===== config.mk =====
export PLATFORM = sky130hd
export DESIGN_NAME = tbs_boot_loader
export DESIGN_NICKNAME = d
export VERILOG_FILES = /design/src/logic/tbs_pkg.sv /design/src/logic/tbs_sync_edge.sv /design/src/logic/tbs_crc32.sv /design/src/logic/tbs_boot_loader.sv
export SDC_FILE = /design/constraint.sdc
export NUM_CORES = 1
export LEC_CHECK = 0
export ABC_AREA = 1
export BUFFER_PORTS_ARGS = -buffer_cell sky130_fd_sc_hd__buf_2
export CAP_MARGIN = 40
export CORE_MARGIN = 5
export CORE_UTILIZATION = 40
export CTS_CLUSTER_SIZE = 14
export DETAILED_ROUTE_END_ITERATION = 8
export PLACE_DENSITY = 0.59
export SYNTH_ARGS = -nofsm -noshare
export SYNTH_HDL_FRONTEND = slang
export SYNTH_SLANG_ARGS = --single-unit

===== constraint.sdc =====
create_clock -name clk_sys -period 2.3 [get_ports clk_sys]
set_input_delay 0.23 -clock clk_sys [delete_from_list [all_inputs] [get_ports clk_sys]]
set_output_delay 0.23 -clock clk_sys [all_outputs]
set_load 0.005 [all_outputs]

===== src/logic/tbs_pkg.sv =====
/*
  Shared constants and carriers of the tile boot source loader.
  Assumes a 100 MHz core clock and a 32-bit AHB-Lite register bus.
*/
package tbs_pkg;
  // Clock rates
  localparam int CLK_PERIOD_NS = 10;
  localparam int CORE_REF_KHZ = 400000;
  localparam int QUAD_SCLK_KHZ = 50000;
  localparam int SINGLE_SCLK_KHZ = 2500;
  localparam int LINK_EN_NS = 2000;
  localparam int LINK_TX_PERIOD_NS = 160;
  // Half periods and the link enable delay in core cycles, minus one for terminal counts
  localparam logic [7:0] QUAD_HALF_M1 =
    8'(CORE_REF_KHZ / QUAD_SCLK_KHZ / 2 - 1);
  localparam logic [7:0] SINGLE_HALF_M1 =
    8'(CORE_REF_KHZ / SINGLE_SCLK_KHZ / 2 - 1);
  localparam logic [7:0] LINK_EN_M1 = 8'(LINK_EN_NS / CLK_PERIOD_NS - 1);
  localparam logic [7:0] LINK_HALF_M1 =
    8'(LINK_TX_PERIOD_NS / CLK_PERIOD_NS / 2 - 1);
  // Flash command
  localparam logic [7:0] FLASH_READ_CMD = 8'h03;
  localparam logic [23:0] FLASH_START_ADDR = 24'h000000;
  // Image check
  localparam logic [31:0] CRC_POLY = 32'hedb88320;
  localparam logic [31:0] CRC_INIT = 32'hffffffff;
  localparam logic [31:0] CRC_SKIP = 32'h0d15ab1e;
  // Link tokens
  localparam logic [31:0] NULL_CHANEND = 32'h0000ff02;
  localparam logic [7:0] END_TOKEN = 8'h01;
  localparam logic [10:0] OTP_BOOT_ADDR = 11'h000;
  // Protection word fields
  localparam int PROT_TAP_OFF = 0;
  localparam int PROT_LINK_OFF = 1;
  localparam int PROT_SECURE = 5;
  localparam int PROT_REDUND = 7;
  localparam int PROT_SLOCK_LO = 8;
  localparam int PROT_MLOCK = 12;
  localparam int PROT_TAP_OTP = 13;
  localparam int PROT_GP_LO = 15;
  localparam int PROT_GP_HI = 21;
  localparam int PROT_UID_LO = 22;
  // Register byte offsets and fields
  localparam logic [7:0] REG_CTRL = 8'h00;
  localparam logic [7:0] REG_STATUS = 8'h04;
  localparam logic [7:0] REG_PROT = 8'h08;
  localparam logic [7:0] REG_SIZE = 8'h0c;
  localparam logic [7:0] REG_WORDS = 8'h10;
  localparam logic [7:0] REG_CRC = 8'h14;
  localparam logic [7:0] REG_ACK = 8'h18;
  localparam int CTRL_START_BIT = 4;

  typedef enum logic [1:0] {SRC_QUAD, SRC_SINGLE, SRC_SLAVE, SRC_LINK}
    tbs_src_t;
  typedef struct packed {
    logic valid;
    logic [15:0] addr;
    logic [31:0] data;
  } tbs_word_t;
  typedef struct packed {
    logic tap_block;
    logic switch_block;
    logic redundant_en;
    logic [3:0] sector_lock;
    logic master_lock;
    logic tap_otp_block;
    logic [9:0] usercode_ext;
  } tbs_prot_t;
endpackage : tbs_pkg


===== src/logic/tbs_sync_edge.sv =====
/*
  Two-flop synchroniser for a group of pins, with edge detect on bit 0.
  Assumes the group is sampled together and bit 0 is a slow clock.
*/
module tbs_sync_edge #(
  parameter int W = 1
) (
  // Clock and reset
  input wire logic clk_sys,
  input wire logic reset_n,
  // Pins, bit 0 is a clock
  input wire logic [W-1:0] async_in,
  // Synchronised levels and bit 0 edges
  output logic [W-1:0] sync_out,
  output logic rise,
  output logic fall
);
  logic [W-1:0] meta_reg;
  logic [W-1:0] sync_reg;
  logic last_reg;

  always_ff @(posedge clk_sys) begin
    if (!reset_n) begin
      meta_reg <= '0;
      sync_reg <= '0;
      last_reg <= 1'b0;
    end else begin
      meta_reg <= async_in;
      sync_reg <= meta_reg;
      last_reg <= sync_reg[0];
    end
  end

  // Edges judged on the second stage only
  assign sync_out = sync_reg;
  assign rise = sync_reg[0] & ~last_reg;
  assign fall = ~sync_reg[0] & last_reg;
endmodule : tbs_sync_edge


===== src/logic/tbs_crc32.sv =====
/*
  Byte-wide reflected CRC-32 accumulator for the boot image.
  Assumes clear and byte_en come from logic on the same clock.
*/
module tbs_crc32
  import tbs_pkg::*;
(
  // Clock and reset
  input wire logic clk_sys,
  input wire logic reset_n,
  // Byte stream
  input wire logic clear,
  input wire logic byte_en,
  input wire logic [7:0] byte_in,
  // Inverted residue
  output logic [31:0] crc_out
);
  logic [31:0] crc_reg;

  function automatic logic [31:0] crc_step(input logic [31:0] c,
                                           input logic [7:0] b);
    logic [31:0] r;
    r = c ^ {24'h000000, b};
    for (int i = 0; i < 8; i++) begin
      r = r[0] ? ((r >> 1) ^ CRC_POLY) : (r >> 1);
    end
    return r;
  endfunction : crc_step

  always_ff @(posedge clk_sys) begin
    if (!reset_n || clear) begin
      crc_reg <= CRC_INIT;
    end else if (byte_en) begin
      crc_reg <= crc_step(crc_reg, byte_in);
    end
  end

  assign crc_out = ~crc_reg;
endmodule : tbs_crc32


===== src/logic/tbs_boot_loader.sv =====
/*
  Tile boot loader: fetches a boot image from quad or single SPI flash,
  an SPI host, a link or on-chip OTP, checks it and streams image words.
  Assumes a 100 MHz clk_sys, AHB-Lite with hreadyout as bus hready, an
  OTP read port with one cycle of latency and pins from another domain.
*/
module tbs_boot_loader
  import tbs_pkg::*;
(
  // Clock and reset
  input wire logic clk_sys,
  input wire logic reset_n,
  // AHB-Lite slave
  input wire logic hsel,
  input wire logic [31:0] haddr,
  input wire logic [1:0] htrans,
  input wire logic hwrite,
  input wire logic [2:0] hsize,
  input wire logic [31:0] hwdata,
  input wire logic hready,
  output logic hreadyout,
  output logic hresp,
  output logic [31:0] hrdata,
  // OTP
  input wire logic [31:0] otp_prot_word,
  output logic otp_rd_en,
  output logic [10:0] otp_rd_addr,
  input wire logic [31:0] otp_rd_data,
  // SPI pins
  input wire logic spi_cs_n_i,
  output logic spi_cs_n_o,
  output logic spi_cs_n_oe,
  input wire logic spi_sclk_i,
  output logic spi_sclk_o,
  output logic spi_sclk_oe,
  input wire logic spi_mosi_i,
  output logic spi_mosi_o,
  output logic spi_mosi_oe,
  input wire logic spi_miso_i,
  input wire logic [3:0] quad_data_lines_i,
  output logic [3:0] quad_data_lines_o,
  output logic [3:0] quad_data_lines_oe,
  // Link
  input wire logic link_rx_clk,
  input wire logic link_rx_ctrl,
  input wire logic [7:0] link_rx_data,
  output logic link_tx_clk,
  output logic link_tx_ctrl,
  output logic [7:0] link_tx_data,
  output logic link_enable,
  output logic link_pulldown_en,
  // Image stream and tile controls
  output tbs_word_t img_word,
  output logic chanend0_alloc,
  output logic exec_start,
  output tbs_prot_t prot_ctl
);
  typedef enum logic [3:0] {
    ST_IDLE, ST_SPI_CMD, ST_SPI_DATA, ST_SLAVE, ST_LINK_WAIT, ST_LINK_RX,
    ST_LINK_ACK, ST_OTP_REQ, ST_OTP_CAP, ST_OTP_BYTES, ST_DONE, ST_FAIL
  } tbs_state_t;
  typedef enum logic [2:0] {PH_ACK, PH_SIZE, PH_PROG, PH_CRC, PH_END}
    tbs_phase_t;

  function automatic logic [7:0] byte_of(input logic [31:0] w,
                                         input logic [1:0] i);
    return w[{i, 3'b000} +: 8];
  endfunction : byte_of

  tbs_state_t state_reg, state_next, start_state;
  tbs_phase_t phase_reg;
  tbs_src_t src_reg;
  logic ahb_wr_reg;
  logic [7:0] ahb_addr_reg;
  logic [31:0] hrdata_reg, rd_mux;
  logic [31:0] prot_reg, size_reg, words_reg, ack_reg, word_sr_reg;
  logic [31:0] cmd_sr_reg, otp_word_reg, crc_val, full_word;
  logic prot_loaded_reg, crc_ok_reg, crc_skip_reg, exec_fired_reg;
  logic [7:0] cnt_reg, cnt_m1, rx_sr_reg, rx_next, rxb_reg;
  logic [4:0] bit_cnt_reg;
  logic [1:0] bcnt_reg;
  logic [2:0] tx_idx_reg;
  logic [10:0] otp_addr_reg;
  logic sclk_reg, cs_n_reg, mst_en_reg, quad_en_reg, rxb_valid_reg;
  logic link_en_reg, tx_clk_reg, tx_ctrl_reg, chan_reg, exec_reg;
  logic [7:0] tx_data_reg;
  tbs_word_t img_reg;
  logic [4:0] mst_s;
  logic [2:0] slv_s;
  logic [9:0] lnk_s;
  logic slv_rise, lnk_rise;

  // Pin synchronisers
  tbs_sync_edge #(.W(5)) u_sync_mst (
    .clk_sys(clk_sys), .reset_n(reset_n),
    .async_in({quad_data_lines_i, spi_miso_i}),
    .sync_out(mst_s), .rise(), .fall());
  tbs_sync_edge #(.W(3)) u_sync_slv (
    .clk_sys(clk_sys), .reset_n(reset_n),
    .async_in({spi_mosi_i, spi_cs_n_i, spi_sclk_i}),
    .sync_out(slv_s), .rise(slv_rise), .fall());
  tbs_sync_edge #(.W(10)) u_sync_lnk (
    .clk_sys(clk_sys), .reset_n(reset_n),
    .async_in({link_rx_data, link_rx_ctrl, link_rx_clk}),
    .sync_out(lnk_s), .rise(lnk_rise), .fall());

  // Bus decode
  wire ahb_act = hsel & htrans[1] & hready;
  wire wr_ctrl = ahb_wr_reg & (ahb_addr_reg == REG_CTRL);
  wire wr_prot = ahb_wr_reg & (ahb_addr_reg == REG_PROT);
  wire idle_like = (state_reg == ST_IDLE) | (state_reg == ST_DONE) |
                   (state_reg == ST_FAIL);
  // Start ignored while a boot runs
  wire start = wr_ctrl & hwdata[CTRL_START_BIT] & idle_like;
  wire [1:0] wr_src = hwdata[1:0];
  wire secure = prot_reg[PROT_SECURE];

  // Timing
  wire is_quad = (src_reg == SRC_QUAD);
  wire in_spi = (state_reg == ST_SPI_CMD) | (state_reg == ST_SPI_DATA);
  assign cnt_m1 = (state_reg == ST_LINK_WAIT) ? LINK_EN_M1 :
                  (state_reg == ST_LINK_ACK) ? LINK_HALF_M1 :
                  is_quad ? QUAD_HALF_M1 : SINGLE_HALF_M1;
  wire tick = (cnt_reg == cnt_m1);
  // Master clock idles low; data sampled just before each falling edge
  wire spi_fall = in_spi & tick & sclk_reg;

  // Serial byte assembly
  wire slv_shift = (state_reg == ST_SLAVE) & slv_rise & ~slv_s[1];
  wire mst_shift = (state_reg == ST_SPI_DATA) & spi_fall;
  wire shift_en = slv_shift | mst_shift;
  assign rx_next = (state_reg == ST_SLAVE) ? {slv_s[2], rx_sr_reg[7:1]} :
                   is_quad ? {mst_s[4:1], rx_sr_reg[7:4]} :
                   {mst_s[0], rx_sr_reg[7:1]};
  wire byte_last = (mst_shift & is_quad) ? bit_cnt_reg[0] :
                   (bit_cnt_reg[2:0] == 3'd7);
  wire cmd_last = (bit_cnt_reg == 5'd31);

  // Link receive
  wire lnk_in = (state_reg == ST_LINK_RX) & lnk_rise;
  wire lnk_byte = lnk_in & ~lnk_s[1];
  wire lnk_end = lnk_in & lnk_s[1] & (lnk_s[9:2] == END_TOKEN);
  wire ack_null = (ack_reg == NULL_CHANEND);
  wire tx_last = (state_reg == ST_LINK_ACK) & tick & tx_clk_reg &
                 (tx_idx_reg == 3'd4);

  // Common byte stream
  wire byte_valid = (((state_reg == ST_SPI_DATA) | (state_reg == ST_SLAVE))
                     & rxb_valid_reg) | lnk_byte |
                    (state_reg == ST_OTP_BYTES);
  wire [7:0] byte_data = (state_reg == ST_LINK_RX) ? lnk_s[9:2] :
                         (state_reg == ST_OTP_BYTES) ?
                         byte_of(otp_word_reg, bit_cnt_reg[1:0]) : rxb_reg;
  assign full_word = {byte_data, word_sr_reg[31:8]};
  wire word_fire = byte_valid & (bcnt_reg == 2'd3);
  wire crc_en = byte_valid &
                ((phase_reg == PH_SIZE) | (phase_reg == PH_PROG));
  wire image_end = word_fire & (phase_reg == PH_CRC);
  wire crc_good = (full_word == CRC_SKIP) | (full_word == crc_val);
  wire last_prog = (words_reg + 32'd1 == size_reg);

  tbs_crc32 u_crc (
    .clk_sys(clk_sys), .reset_n(reset_n), .clear(start),
    .byte_en(crc_en), .byte_in(byte_data), .crc_out(crc_val));

  assign start_state = secure ? ST_OTP_REQ :
    ((wr_src == SRC_QUAD) | (wr_src == SRC_SINGLE)) ? ST_SPI_CMD :
    (wr_src == SRC_SLAVE) ? ST_SLAVE : ST_LINK_WAIT;

  always_comb begin
    state_next = state_reg;
    unique case (state_reg)
      ST_IDLE, ST_DONE, ST_FAIL: begin
        if (start) state_next = start_state;
      end
      ST_SPI_CMD: begin
        if (spi_fall && cmd_last) state_next = ST_SPI_DATA;
      end
      ST_SPI_DATA, ST_SLAVE: begin
        if (image_end) state_next = crc_good ? ST_DONE : ST_FAIL;
      end
      ST_OTP_REQ: state_next = ST_OTP_CAP;
      ST_OTP_CAP: state_next = ST_OTP_BYTES;
      ST_OTP_BYTES: begin
        if (image_end) begin
          state_next = crc_good ? ST_DONE : ST_FAIL;
        end else if (bit_cnt_reg[1:0] == 2'd3) begin
          state_next = ST_OTP_REQ;
        end
      end
      ST_LINK_WAIT: begin
        if (tick) state_next = ST_LINK_RX;
      end
      ST_LINK_RX: begin
        if (lnk_end) begin
          if (phase_reg != PH_END) state_next = ST_FAIL;
          else if (!ack_null) state_next = ST_LINK_ACK;
          else state_next = crc_ok_reg ? ST_DONE : ST_FAIL;
        end
      end
      ST_LINK_ACK: begin
        if (tx_last) state_next = crc_ok_reg ? ST_DONE : ST_FAIL;
      end
    endcase
  end

  always_ff @(posedge clk_sys) begin
    if (!reset_n) state_reg <= ST_IDLE;
    else state_reg <= state_next;
  end

  // Bus slave: zero wait state, read data registered in address phase
  always_ff @(posedge clk_sys) begin
    if (!reset_n) begin
      ahb_wr_reg <= 1'b0;
      ahb_addr_reg <= 8'h00;
      hrdata_reg <= 32'h00000000;
    end else begin
      ahb_wr_reg <= ahb_act & hwrite;
      if (ahb_act) ahb_addr_reg <= haddr[7:0];
      if (ahb_act && !hwrite) hrdata_reg <= rd_mux;
    end
  end

  wire [31:0] status_word = {24'h000000, state_reg == ST_FAIL,
                             state_reg == ST_DONE, crc_skip_reg,
                             crc_ok_reg, 4'(state_reg)};
  assign rd_mux = (haddr[7:0] == REG_CTRL) ? {30'h00000000, src_reg} :
                  (haddr[7:0] == REG_STATUS) ? status_word :
                  (haddr[7:0] == REG_PROT) ? prot_reg :
                  (haddr[7:0] == REG_SIZE) ? size_reg :
                  (haddr[7:0] == REG_WORDS) ? words_reg :
                  (haddr[7:0] == REG_CRC) ? crc_val :
                  (haddr[7:0] == REG_ACK) ? ack_reg : 32'h00000000;

  // Protection word: copied once after reset, general field writable
  always_ff @(posedge clk_sys) begin
    if (!reset_n) begin
      prot_reg <= 32'h00000000;
      prot_loaded_reg <= 1'b0;
      src_reg <= SRC_QUAD;
    end else begin
      prot_loaded_reg <= 1'b1;
      if (!prot_loaded_reg) prot_reg <= otp_prot_word;
      else if (wr_prot) begin
        prot_reg[PROT_GP_HI:PROT_GP_LO] <=
          hwdata[PROT_GP_HI:PROT_GP_LO];
      end
      if (start) src_reg <= tbs_src_t'(wr_src);
    end
  end

  // Shared counters
  always_ff @(posedge clk_sys) begin
    if (!reset_n || start || tick || state_next != state_reg) begin
      cnt_reg <= 8'h00;
    end else begin
      cnt_reg <= cnt_reg + 8'h01;
    end
  end

  always_ff @(posedge clk_sys) begin
    if (!reset_n || start || state_next != state_reg) begin
      bit_cnt_reg <= 5'd0;
    end else if ((state_reg == ST_SLAVE) && slv_s[1]) begin
      bit_cnt_reg <= 5'd0;
    end else if (shift_en) begin
      bit_cnt_reg <= byte_last ? 5'd0 : bit_cnt_reg + 5'd1;
    end else if ((state_reg == ST_SPI_CMD && spi_fall) ||
                 state_reg == ST_OTP_BYTES) begin
      bit_cnt_reg <= bit_cnt_reg + 5'd1;
    end
  end

  // SPI master pins and shift registers
  always_ff @(posedge clk_sys) begin
    if (!reset_n) begin
      sclk_reg <= 1'b0;
      cs_n_reg <= 1'b1;
      mst_en_reg <= 1'b0;
      quad_en_reg <= 1'b0;
      cmd_sr_reg <= 32'h00000000;
    end else begin
      sclk_reg <= (in_spi && tick) ? ~sclk_reg : (sclk_reg & in_spi);
      cs_n_reg <= ~((state_next == ST_SPI_CMD) |
                    (state_next == ST_SPI_DATA));
      if (start) begin
        mst_en_reg <= (start_state == ST_SPI_CMD);
        quad_en_reg <= (start_state == ST_SPI_CMD) & (wr_src == SRC_QUAD);
        cmd_sr_reg <= {FLASH_READ_CMD, FLASH_START_ADDR};
      end else if (state_reg == ST_SPI_CMD && spi_fall) begin
        cmd_sr_reg <= {cmd_sr_reg[30:0], 1'b0};
      end
    end
  end

  always_ff @(posedge clk_sys) begin
    if (!reset_n) begin
      rx_sr_reg <= 8'h00;
      rxb_reg <= 8'h00;
      rxb_valid_reg <= 1'b0;
    end else begin
      if (shift_en) rx_sr_reg <= rx_next;
      rxb_valid_reg <= shift_en & byte_last;
      if (shift_en && byte_last) rxb_reg <= rx_next;
    end
  end

  // Image assembly
  always_ff @(posedge clk_sys) begin
    if (!reset_n) begin
      phase_reg <= PH_SIZE;
      bcnt_reg <= 2'd0;
      word_sr_reg <= 32'h00000000;
      words_reg <= 32'h00000000;
      size_reg <= 32'h00000000;
      ack_reg <= NULL_CHANEND;
      crc_ok_reg <= 1'b0;
      crc_skip_reg <= 1'b0;
    end else if (start) begin
      phase_reg <= (start_state == ST_LINK_WAIT) ? PH_ACK : PH_SIZE;
      bcnt_reg <= 2'd0;
      words_reg <= 32'h00000000;
      crc_ok_reg <= 1'b0;
      crc_skip_reg <= 1'b0;
    end else if (byte_valid) begin
      word_sr_reg <= full_word;
      bcnt_reg <= bcnt_reg + 2'd1;
      if (word_fire) begin
        unique case (phase_reg)
          PH_ACK: begin
            ack_reg <= full_word;
            phase_reg <= PH_SIZE;
          end
          PH_SIZE: begin
            size_reg <= full_word;
            phase_reg <= (full_word == 32'h00000000) ? PH_CRC : PH_PROG;
          end
          PH_PROG: begin
            words_reg <= words_reg + 32'd1;
            if (last_prog) phase_reg <= PH_CRC;
          end
          PH_CRC: begin
            crc_ok_reg <= crc_good;
            crc_skip_reg <= (full_word == CRC_SKIP);
            phase_reg <= PH_END;
          end
          PH_END: phase_reg <= PH_END;
        endcase
      end
    end
  end

  always_ff @(posedge clk_sys) begin
    if (!reset_n) begin
      img_reg <= '0;
    end else begin
      img_reg.valid <= word_fire & (phase_reg == PH_PROG);
      if (word_fire) begin
        img_reg.addr <= words_reg[15:0];
        img_reg.data <= full_word;
      end
    end
  end

  // OTP fetch, one word at a time
  always_ff @(posedge clk_sys) begin
    if (!reset_n) begin
      otp_addr_reg <= OTP_BOOT_ADDR;
      otp_word_reg <= 32'h00000000;
    end else begin
      if (start) otp_addr_reg <= OTP_BOOT_ADDR;
      else if (state_reg == ST_OTP_REQ) otp_addr_reg <= otp_addr_reg + 11'd1;
      if (state_reg == ST_OTP_CAP) otp_word_reg <= otp_rd_data;
    end
  end

  // Link: enable, acknowledge, release
  always_ff @(posedge clk_sys) begin
    if (!reset_n || start) begin
      link_en_reg <= 1'b0;
    end else if (state_reg == ST_LINK_WAIT && tick) begin
      link_en_reg <= 1'b1;
    end
  end

  // Receive wires are ignored until enabled; the pull-downs hold them low until then
  always_ff @(posedge clk_sys) begin
    if (!reset_n) begin
      chan_reg <= 1'b0;
    end else begin
      chan_reg <= (state_next == ST_LINK_RX) |
                  (state_next == ST_LINK_ACK);
    end
  end

  always_ff @(posedge clk_sys) begin
    if (!reset_n || state_reg != ST_LINK_ACK) begin
      tx_clk_reg <= 1'b0;
      tx_idx_reg <= 3'd0;
      tx_ctrl_reg <= 1'b0;
      tx_data_reg <= (state_next == ST_LINK_ACK) ?
                     byte_of(ack_reg, 2'd0) : 8'h00;
    end else if (tick) begin
      tx_clk_reg <= ~tx_clk_reg;
      if (tx_clk_reg) begin
        tx_idx_reg <= tx_idx_reg + 3'd1;
        tx_ctrl_reg <= (tx_idx_reg == 3'd3);
        tx_data_reg <= (tx_idx_reg == 3'd3) ? END_TOKEN :
          (tx_idx_reg == 3'd4) ? 8'h00 :
          byte_of(ack_reg, 2'(tx_idx_reg + 3'd1));
      end
    end
  end

  // Execution starts the cycle after the channel end is freed
  always_ff @(posedge clk_sys) begin
    if (!reset_n || start) begin
      exec_reg <= 1'b0;
      exec_fired_reg <= 1'b0;
    end else begin
      exec_reg <= (state_reg == ST_DONE) & ~exec_fired_reg;
      if (state_reg == ST_DONE) exec_fired_reg <= 1'b1;
    end
  end

  // Outputs
  assign hreadyout = 1'b1;
  assign hresp = 1'b0;
  assign hrdata = hrdata_reg;
  assign otp_rd_en = (state_reg == ST_OTP_REQ);
  assign otp_rd_addr = otp_addr_reg;
  assign spi_cs_n_o = cs_n_reg;
  assign spi_cs_n_oe = mst_en_reg;
  assign spi_sclk_o = sclk_reg;
  assign spi_sclk_oe = mst_en_reg;
  assign spi_mosi_o = cmd_sr_reg[31];
  assign spi_mosi_oe = mst_en_reg & ~quad_en_reg;
  assign quad_data_lines_o = {3'b000, cmd_sr_reg[31]};
  // Data lines released after the address so the flash can drive them
  assign quad_data_lines_oe = {3'b000,
    quad_en_reg & (state_reg == ST_SPI_CMD)};
  assign link_tx_clk = tx_clk_reg;
  assign link_tx_ctrl = tx_ctrl_reg;
  assign link_tx_data = tx_data_reg;
  assign link_enable = link_en_reg;
  assign link_pulldown_en = ~link_en_reg;
  assign img_word = img_reg;
  assign chanend0_alloc = chan_reg;
  assign exec_start = exec_reg;
  assign prot_ctl.tap_block = prot_reg[PROT_TAP_OFF];
  assign prot_ctl.switch_block = prot_reg[PROT_LINK_OFF];
  assign prot_ctl.redundant_en = prot_reg[PROT_REDUND];
  assign prot_ctl.sector_lock = prot_reg[PROT_SLOCK_LO +: 4] |
    {4{prot_reg[PROT_MLOCK]}};
  assign prot_ctl.master_lock = prot_reg[PROT_MLOCK];
  assign prot_ctl.tap_otp_block = prot_reg[PROT_TAP_OTP];
  assign prot_ctl.usercode_ext = prot_reg[31:PROT_UID_LO];
endmodule : tbs_boot_loader


======== Word-level counts from Yosys, hierarchy flattened ========
Index checks and enable logic that the tools add are counted.
storage, ports and cells
  bits in registers ....................... 436
  bits of input ports ..................... 156
  output and inout bits ................... 142
  logic and storage cells ................. 274
cells by class
  $add $sub $neg .......................... 6
  eq/ne operators ......................... 47
  shift-type cells ........................ 2
  multiplexer cells ....................... 61
  bitwise gates (word level) .............. 68
  reductions and logical operators ........ 41
operator list
  operator                                               count
  two-way mux 32 bit                                     15
  inverter 13 -> 14 bit                                  8
  two-way mux 8 bit                                      11
  equality test 32 bit                                   2
  indexed part select 32 x 6 -> 8 bit                    2
  two-way mux 26 bit                                     2
  two-way mux 4 bit                                      10
  one-hot mux 4 bit (9 select lines)                     1
  AND 1 bit                                              33
  adder 32 x 1 -> 32 bit, second input constant          1
  equality test 32 x 16 -> 1 bit, second input constant  1
  equality test 32 x 28 -> 1 bit, second input constant  1
  zero test 32 bit                                       1
  inverter 32 bit                                        1
  bitwise XOR 32 x 8 -> 32 bit                           1
  two-way mux 7 bit                                      4
  equality test 4 x 3 -> 1 bit, second input constant    6
  equality test 8 x 4 -> 1 bit, second input constant    3
  equality test 8 x 5 -> 1 bit, second input constant    3
  two-way mux 3 bit                                      7
  equality test 4 bit, second input constant             4
  zero test 8 bit                                        2
  two-way mux 5 bit                                      3
  equality test 3 bit, second input constant             4
  36 further kinds                                       99

======== Depth between registers and ports, before layout ========
Gate-level depths: netlist of the first run.
  depth after elaboration ................. 20
  mapped depth ............................ 21

======== By module ========
From an unflattened synthesis of the first run, not the netlist that was laid out.
unflattened totals
  cells, all modules ...................... 3109
  area total of the unflattened synthesis .. 21195.3 um^2
by module, submodules not included
  module                       instances  cells an instance  area each (um^2)
  tbs_boot_loader              1          2589               17708.2
  tbs_crc32                    1          388                2334.7
  tbs_sync_edge at u_sync_lnk  1          69                 615.6
  tbs_sync_edge at u_sync_mst  1          38                 329.1
  tbs_sync_edge at u_sync_slv  1          25                 207.7

======== Worst setup path before layout of the first run ========
No wires, ideal clock.
  kind .................................... register -> register
  start ................................... reg tx_idx_reg[0]
  end ..................................... reg tx_data_reg[0], in the netlist link_tx_data[0], data pin
  setup time .............................. 0.256 ns
  arrival ................................. 2.100 ns
  slack ................................... -0.055 ns
  stages on the path, launching flop included .. 11
  buffers on the path ..................... 3
  path through ............................ dfxtp_1 clkbuf_1 clkinv_1 clkbuf_1 ha_1 clkbuf_1 clkinv_1 o21ai_0 o21ai_0 a31oi_1 nand2_1
on the way
  cells in the longest elaborated chain, start to end .. 7
RTL lines
  what                                                                            line                                                                    text
  start, declared                                                                 tbs_boot_loader.sv:82                                                   logic [2:0] tx_idx_reg;
  start signal, assigned                                                          tbs_boot_loader.sv:407                                                  tx_idx_reg <= tx_idx_reg + 3'd1;
  adder 3 x 1 -> 3 bit / equality test 3 bit (equally long branches)              tbs_boot_loader.sv:411, tbs_boot_loader.sv:145, tbs_boot_loader.sv:410
  indexed part select 32 x 6 -> 8 bit / AND 1 bit (equally long branches)         tbs_boot_loader.sv:67, tbs_boot_loader.sv:144
  two-way mux 8 bit / two-way mux 4 bit (equally long branches)                   tbs_boot_loader.sv:410, tbs_boot_loader.sv:202
  two-way mux 8 bit / one-hot mux 4 bit (9 select lines) (equally long branches)  tbs_boot_loader.sv:409, tbs_boot_loader.sv:172
  two-way mux 8 bit / equality test 4 x 3 -> 1 bit (equally long branches)        tbs_boot_loader.sv:406, tbs_boot_loader.sv:402
  two-way mux 8 bit (on tied branches)                                            tbs_boot_loader.sv:404, tbs_boot_loader.sv:402
  two-way mux 8 bit *                                                             tbs_boot_loader.sv:398                                                  if (!reset_n || state_reg != ST_LINK_ACK) begin
  end signal, assigned                                                            tbs_boot_loader.sv:402                                                  tx_data_reg <= (state_next == ST_LINK_ACK) ?
  end signal, assigned                                                            tbs_boot_loader.sv:409                                                  tx_data_reg <= (tx_idx_reg == 3'd3) ? END_TOKEN :
  end, declared                                                                   tbs_boot_loader.sv:86                                                   logic [7:0] tx_data_reg;
Every way passes the cells marked *; elsewhere a longest branch is shown, timed or not. The select of a mux whose other input is x is not followed.
A chain may end at the register's enable or synchronous reset.

======== Final worst setup path of the first run ========
  start ................................... reg state_reg[2]
  end ..................................... reg u_crc.crc_reg[27]
on the way
  cells in the longest elaborated chain, start to end .. 15
RTL lines
  what                             line                                            text
  start, declared                  tbs_boot_loader.sv:70                           tbs_state_t state_reg, state_next, start_state;
  start signal, assigned           tbs_boot_loader.sv:209                          else state_reg <= state_next;
  equality test 4 bit              tbs_boot_loader.sv:150, tbs_boot_loader.sv:152
  two-way mux 8 bit                tbs_boot_loader.sv:152                          (state_reg == ST_OTP_BYTES) ?
  two-way mux 8 bit                tbs_boot_loader.sv:151                          wire [7:0] byte_data = (state_reg == ST_LINK_RX) ? lnk_s[9:2] :
  bitwise XOR 32 x 8 -> 32 bit     tbs_crc32.sv:23                                 r = c ^ {24'h000000, b};
  two-way mux 32 bit (4 in a row)  tbs_crc32.sv:25                                 r = r[0] ? ((r >> 1) ^ CRC_POLY) : (r >> 1);
  inverter 13 -> 14 bit (no line)  -
  two-way mux 32 bit               tbs_crc32.sv:25
  inverter 13 -> 14 bit (no line)  -
  two-way mux 32 bit (2 in a row)  tbs_crc32.sv:25
  inverter 13 -> 14 bit (no line)  -
  two-way mux 32 bit               tbs_crc32.sv:25
  end signal, assigned             tbs_crc32.sv:34                                 crc_reg <= crc_step(crc_reg, byte_in);
  end, declared                    tbs_crc32.sv:18                                 logic [31:0] crc_reg;
Parallel ways exist; a longest one is shown, timed or not.

==> reports/qor.csv, run 1 <==
metric,value,unit
wire per inst,19.80,µm
Seq pwr share,0.361,
Setup-failing EPs final,36,
post-DR vias/cell,5.275,
number of global-route vias before repair,21960,
min cycle time layout,2438,ps
htree depth,2,
share of cells above drive strength 1,0.3221,
CP startpoint,state_reg[2],
worst r2r src,state_reg[2],
Slowest cell on crit path,dfxtp_4,
Max-slew headroom,0.5533,
actual slew at the worst max-slew pin,670.0,ps
GPL Wtd Cong,1.027,
antenna violations before repair,2,
DR iter-0 viols,2004,
Power Total,23.00,mW
Final Hold Fails,0,
Mapped Area,20790,µm²
unique cell type count in the Yosys netlist,58,
Setup Crit Path Kind,reg2reg,
"Largest stage delay, worst path",380,ps
# rows,83,
CTS tree,yes,
Worst-path clk slew,60,ps
total vias in the final route,23410,
# DRC,0,
combinational share of power,0.266,
Required @ worst endpoint,2780,ps
reg2reg path depth,17,
clock skew,22.53,ps
Fmax,410.2,MHz
Global Route Usage Sum,0.2927,
I/O pins,298,
Synth Register Bits,427,
global route overflow,0,
Initial Util,0.4044,
final worst setup slack,-137.9,ps
number of max-cap violations,0,
Clock Sink Count,427,
RR Endpoint,u_crc.crc_reg[27],
Worst EP arrival,2920,ps
hold crit path type,in2reg,
RSZ-0062 raised after global routing,yes,
worst min-delay path startpoint,haddr[3],
TritonCTS buffer count,48,
Worst Hold Depth,4,
Die Y,238.0,µm
Worst setup EP type,register,
hold_ws,99.07,ps
sequential element share of the synthesized area,0.4151,
Max Slew Vio Count,0,
Core Area,51410,µm²
yosys warns,0,
Skew-Pair Late Insertion Delay,590,ps
"reg-to-reg slack, setup",-140,ps
crit-path cells,"inv_4, nand2_4, nor2_4, buf_4, nand3_2, a21boi_2, buf_4, nand2_2, nand2_4, inv_2, nand2_1, nand2_2, buf_4, buf_4, or2_1, nand3_1, nand2_1",
max reg flops,49,
Die W,238.0,µm
first-pass GRT wire length,129800,µm
"most used cell, CP",buf_4,
Avg Inst Size Synth,7.061,µm²
largest net degree at the start of global routing,72,
Synth Instances,2944,
clock share of power,0.374,
peak supply drop,0.5154,mV
outcome,"complete, but fails checks",
Pre-antenna DRT Iters,5,
CP max FO,7,
ANT nets after route,0,
switching portion of total power,0.3064,
pwr dens,743.8,nW/µm²
area of the die,56630,µm²
Final TNS setup,-2478,ps
Layout fillers,4723,
failing checks,negative setup slack,
hpwl dp,66500,µm
Final Cycle Share,1.060,
CP top delay family,simple AND/OR/NAND/NOR gates,
CTS max path bufs,3,
type of origin of the critical path,register,
leakage,13.89,nW
drt total wl,87870,µm
nets@finish,3884,
clock root buffer,clkbuf_16,
Port Buf Inserts,239,
Net Sw Power,7.048,mW
Int Power,15.96,mW
"Area growth, synth to finish",48.77,%
Hold Path End,ahb_addr_reg[3],
worst path bufs/invs,6,
per-layer routing:
metal	track usage	up-vias	part of all wire
li1	-	11240	-
met1	0.3938	11110	0.43
met2	0.4845	882	0.47
met3	0.04531	174	0.071
met4	0.09515	2	0.035
met5	0	-	0.00017
worst register-to-register path: stages (launching register included):
cell      delay, ps
dfxtp_4         380
inv_4            70
nand2_4          60
nor2_4          250
buf_4           170
nand3_2         120
a21boi_2        150
buf_4           140
nand2_2          60
nand2_4         110
inv_2            50
nand2_1          60
nand2_2         100
buf_4           150
buf_4           140
or2_1           220
nand3_1          70
nand2_1          50
cells in the final DEF (no fill, tap or decap), drive strengths merged, types with 2 or more instances in the layout:
cell type and count:
a211oi 4, a21boi 3, a21oi 300, a221oi 5, a31oi 16, buf 780
bufinv 9, clkbuf 71, clkinv 16, clkinvlp 3, conb 8, dfxtp 419
dlygate4sd3 100, edfxtp 8, ha 10, inv 297, nand2 583, nand3 137
nand3b 6, nand4 28, nor2 378, nor3 29, nor3b 2, nor4 10
o2111ai 9, o211ai 74, o21ai 319, o21bai 3, o221ai 3, o22ai 24
or2 4, xnor2 35, xor2 58
cells in the mapped netlist, drive strengths merged:
| master | number | area (µm²) |
|---|---|---|
| nand2 | 583 | 2296 |
| dfxtp | 419 | 8388 |
| nor2 | 378 | 1458 |
| o21ai | 319 | 1597 |
| a21oi | 300 | 1505 |
| inv | 294 | 1109 |
| nand3 | 137 | 720.7 |
| clkbuf | 119 | 447.9 |
| o211ai | 74 | 555.5 |
| xor2 | 58 | 609.3 |
| buf | 44 | 316.6 |
| xnor2 | 35 | 340.3 |
| nor3 | 29 | 155.2 |
| nand4 | 28 | 175.2 |
| o22ai | 24 | 150.1 |
| a31oi | 16 | 100.1 |
| clkinv | 12 | 45.04 |
| ha | 10 | 125.1 |
| nor4 | 10 | 68.81 |
| o2111ai | 9 | 78.83 |
| edfxtp | 8 | 240.2 |
| nand3b | 6 | 45.04 |
| a221oi | 5 | 43.79 |
| a211oi | 4 | 30.03 |
| or2 | 4 | 25.03 |
| a21boi | 3 | 30.03 |
| o21bai | 3 | 22.52 |
| o221ai | 3 | 26.28 |
| conb | 2 | 7.510 |
| nor3b | 2 | 15.01 |
| a22oi | 1 | 7.510 |
| and3 | 1 | 6.260 |
| o21a | 1 | 7.510 |
| o31a | 1 | 8.760 |
| o41ai | 1 | 8.760 |
| xnor3 | 1 | 22.52 |
cells by family (layout without fill, tap and decap cells):
kind of cell             after synthesis  count (layout)  share of synthesized area
AND/OR/NAND/NOR                     1178            1178                     0.2388
XOR/XNOR                              94              94                    0.04677
AO/OA/AOI/OAI                        764             764                     0.2007
flip-flops                           427             427                     0.4151
buffers and inverters                469            1276                    0.09227
other                                  2               9                  0.0003613
adder cells (fa/ha/maj)               10              10                   0.006019
through the flow:
| stage | instances | worst slack [ps] | area (µm²) | utilization |
|---|---|---|---|---|
| 3_5_place_dp | 4195 | -313.6 | 25970 | 0.5052 |
| 2_1_floorplan | 2950 | 19.63 | 20810 | - |
| 6_report | 4438 | -137.9 | 30930 | 0.6016 |
| 5_1_grt | 4438 | -261.4 | 30930 | 0.6016 |
| 3_3_place_gp | 4195 | -267.7 | 25970 | 0.5052 |
| 4_1_cts | 4417 | -91.42 | 29680 | 0.5773 |
how the worst max path moves through the flow:
stage / end / slack [ps] / cells past startpoint
after floorplan: link_tx_data[0] / 20 / 10
after global placement: phase_reg[1] / -270 / 17
after detailed placement: spi_cs_n_o / -310 / 15
after CTS: u_crc.crc_reg[27] / -90 / 16
after global routing: u_crc.crc_reg[20] / -260 / 22
final: u_crc.crc_reg[27] / -140 / 17
cell type report:
type | instances | area, µm² | share of cell area
well taps | 680 | 850.8 | 0.02751
repair buffers | 881 | 6696 | 0.2165
flip-flops and latches | 427 | 8705 | 0.2815
inverters | 306 | 1185 | 0.03831
clock inverters | 19 | 344.1 | 0.01113
diodes | 1 | 2.502 | 0.00008092
clock buffers | 70 | 1428 | 0.04616
multi-input cells | 2054 | 11720 | 0.3788
repair_timing:
item,CTS,global route
hold buffers,100,0
pin swaps,54,79
setup buffers,33,24
gates cloned,0,1
setup endpoints to repair,160,158
resized for setup,167,292
endpoints found under the hold margin,114,0
power groups by stage:
| stage | Sequential (mW) | Combinational (mW) | Clock, mW |
|---|---|---|---|
| floorplan | 8.27 | 2.64 | 0 |
| global placement | 8.43 | 4.64 | 0 |
| detailed placement | 8.43 | 4.67 | 0 |
| CTS | 8.28 | 5.43 | 8.74 |
| global route | 8.33 | 6.54 | 9.03 |
| finish | 8.30 | 6.11 | 8.59 |
(Power assumes the default switching activity.)
==> run 2: changes to the inputs <==
- ABC_AREA: 1 -> not set
==> run 2 against run 1 <==
The flow still finishes with violations (negative setup slack). Sequential power fell by 2.4%. Non-clock buffer count decreased by 72. Via count decreased by 12%. Synthesized cell count fell by 19%. Hold slack got worse by 68 ps. Flip-flop and latch count unchanged. Critical path type unchanged. Critical endpoint is now link_tx_data[2]. Largest power group unchanged.
==> reports/qor.csv, run 2 <==
metric,value,unit,change
number of max-cap violations,0,,unchanged
Worst setup EP type,register,,unchanged
pwr dens,709.9,nW/µm²,was 743.8 nW/µm²
Required @ worst endpoint,2770,ps,was 2780 ps
largest net degree at the start of global routing,138,,was 72
Seq pwr share,0.374,,was 0.361
Fmax,357.9,MHz,was 410.2 MHz
switching portion of total power,0.2853,,was 0.3064
simple logic cell fraction of the synthesized area,0.2182,,was 0.2388
Max-slew headroom,0.4345,,was 0.5533
clock share of power,0.388,,was 0.374
first-pass GRT wire length,118800,µm,was 129800 µm
yosys warns,0,,unchanged
Die Y,237.2,µm,was 238.0 µm
clock root buffer,clkbuf_16,,unchanged
ant diodes,0,,was 1
post-DR vias/cell,5.471,,was 5.275
max reg flops,49,,unchanged
Synth top area share,0.4064,,was 0.4035
combinational share of power,0.238,,was 0.266
RSZ-0062 raised after global routing,yes,,unchanged
top post-synthesis cells by count,"nand2_1, dfxtp_1, clkbuf_1",,"was nand2_1, dfxtp_1, nor2_1"
TritonCTS buffer count,48,,unchanged
number of global-route vias before repair,19700,,was 21960
CP max FO,8,,was 7
sequential element share of the synthesized area,0.4180,,was 0.4151
mux share of post-synthesis cell area,0.05722,,was 0
actual slew at the worst max-slew pin,848.2,ps,was 670.0 ps
Net Sw Power,6.190,mW,was 7.048 mW
share of cells above drive strength 1,0.3593,,was 0.3221
Area contributors post-synth,"dfxtp_1, nand2_1, a21boi_0",,"was dfxtp_1, nand2_1, o21ai_0"
peak supply drop,0.5159,mV,was 0.5154 mV
area of the die,56240,µm²,was 56630 µm²
"Area growth, synth to finish",48.04,%,was 48.77%
DR iter-0 viols,2090,,was 2004
Pre-antenna DRT Iters,8,,was 5
Worst EP arrival,3260,ps,was 2920 ps
type of origin of the critical path,register,,unchanged
# DRC,0,,unchanged
Die W,237.2,µm,was 238.0 µm
Final Cycle Share,1.215,,was 1.060
Synth Register Bits,427,,unchanged
failing checks,negative setup slack,,unchanged
Global Route Usage Sum,0.2669,,was 0.2927
Setup Crit Path Kind,reg2reg,,unchanged
most frequent cell after synthesis,nand2_1,,unchanged
wire per inst,21.31,µm,was 19.80 µm
total vias in the final route,20520,,was 23410
Max Slew Vio Count,0,,unchanged
main combinational cell family by area after synthesis,simple AND/OR/NAND/NOR gates,,unchanged
final core occ,0.5968,,was 0.6016
# rows,83,,unchanged
final worst setup slack,-493.9,ps,was -137.9 ps
nets@finish,3197,,was 3884
GPL Wtd Cong,0.9317,,was 1.027
htree depth,2,,unchanged
Core Area,51200,µm²,was 51410 µm²
outcome,"complete, but fails checks",,unchanged
CTS tree,yes,,unchanged
Final TNS setup,-34140,ps,was -2478 ps
antenna violations before repair,1,,was 2
main flop type after synthesis,dfxtp_1,,unchanged
Synth Area in XOR/XNOR,0.08711,,was 0.04677
"commonest non-fill, non-tap cells in the layout","dfxtp_1, nand2_1, buf_4, buf_2, nor2_1",,"was buf_4, nand2_1, dfxtp_1, nor2_1, a21oi_1"
hold crit path type,in2reg,,unchanged
I/O pins,298,,unchanged
Mapped Area,20640,µm²,was 20790 µm²
ANT nets after route,0,,unchanged
Skew-Pair Late Insertion Delay,610,ps,was 590 ps
Final Hold Fails,0,,unchanged
"commonest non-fill, non-tap cell in the layout",dfxtp_1,,was buf_4
async set-reset flop share out of synthesis,0,,unchanged
leakage,12.61,nW,was 13.89 nW
CTS max path bufs,3,,unchanged
unique cell type count in the Yosys netlist,93,,was 58
Int Power,15.50,mW,was 15.96 mW
clock skew,38.60,ps,was 22.53 ps
Synth Instances,2381,,was 2944
global route overflow,0,,unchanged
Synth Area in Adders,0.006547,,was 0.006019
Worst-path clk slew,60,ps,about the same
min cycle time layout,2794,ps,was 2438 ps
Power Total,21.69,mW,was 23.00 mW
"EDFF count, synth",8,,unchanged
Avg Inst Size Synth,8.669,µm²,was 7.061 µm²
leading area contributor after synthesis,dfxtp_1,,unchanged
hpwl dp,56970,µm,was 66500 µm
Initial Util,0.4032,,was 0.4044
Setup-failing EPs final,147,,was 36
compound-cell area share of the yosys netlist,0.1649,,was 0.2007
drt total wl,79910,µm,was 87870 µm
Clock Sink Count,427,,unchanged
Port Buf Inserts,239,,unchanged
==> run 2: cell count changes in the layout (fill, tap and decap cells not counted), sizes merged, moves of 73 or more <==
cell,delta
inv,-278
nor2,-247
o21ai,-244
a21oi,-225
a21boi,+146
nand2,-142
xnor2,+83
nand3,-82
buf,-73
==> run 2: final cells by class <==
class,count,area [µm²]
clock buffers,65,1408
clock inverters,24,341.6
fillers,4250,20640
inverters,15,56.30
multi-input cells,1730,12680
flip-flops and latches,427,8658
well taps,680,850.8
repair buffers,809,6564
==> run 2: through the flow <==
stage               instances  hold WS (ps)  instance area (µm²)  worst slack (ps)
CTS                      3711         5.687                29220            -440.5
finish                   3750         31.10                30560            -493.9
floorplan                2387         257.7                20980            -433.5
global placement         3475         421.2                25190            -741.1
global route             3750         43.47                30560            -644.5
detailed placement       3475         418.5                25190            -860.4
==> run 2: power groups by stage <==
stage | Combinational, mW | Sequential (mW) | Clock (mW)
2_1_floorplan | 2.40 | 8.17 | 0
3_3_place_gp | 3.86 | 8.24 | 0
3_5_place_dp | 3.91 | 8.25 | 0
4_1_cts | 4.63 | 8.10 | 8.56
5_1_grt | 5.52 | 8.13 | 8.86
6_report | 5.17 | 8.10 | 8.42
==> run 2: critical path, stage by stage (launching register included) <==
cell and delay [ps]:
dfxtp_4 370, buf_6 120, mux4_2 500, mux2i_2 180, a21o_1 210, xnor2_1 130
nand2_1 110, nor4_4 360, o21ai_2 140, nor3_2 200, buf_4 200, a22o_1 150
==> run 2: repair_timing <==
item                                    CTS  global route
hold buffers                             96             0
gates resized for setup                 183           296
cloned                                    5             7
hold endpoints to repair                 94             0
buffers inserted                         50            40
pin swaps                                46           165
endpoints found under the setup margin  226           174
==> run 2: final timing paths <==
path	startpoint	to	slack [ps]	depth (start not counted)
worst max register to register	bit_cnt_reg[0]	link_tx_data[2]	-490	11
worst max-delay path	bit_cnt_reg[0]	link_tx_data[2]	-490	11
worst min-delay path	hwdata[16]	prot_reg[16]	30	4
worst min register to register	u_sync_mst.meta_reg[1]	u_sync_mst.sync_out[1]	430	1
==> run 2: logic make-up after synthesis <==
logic type / Yosys count
adders and majority gates: 11
xor gates and xnor gates: 189
buffers and inverters: 230
DFF: 427
and+or+nand+nor: 946
muxes: 95
other: 2
AOI/OAI and AO/OA: 481
==> run 2: layer usage <==
layer | wire, µm | global-route usage | vias to the layer above
met5 | 13 | 0 | -
met4 | 3005 | 0.08501 | 2
met3 | 6598 | 0.04548 | 167
met2 | 37880 | 0.4423 | 860
met1 | 32420 | 0.3575 | 9935
li1 | - | - | 9553
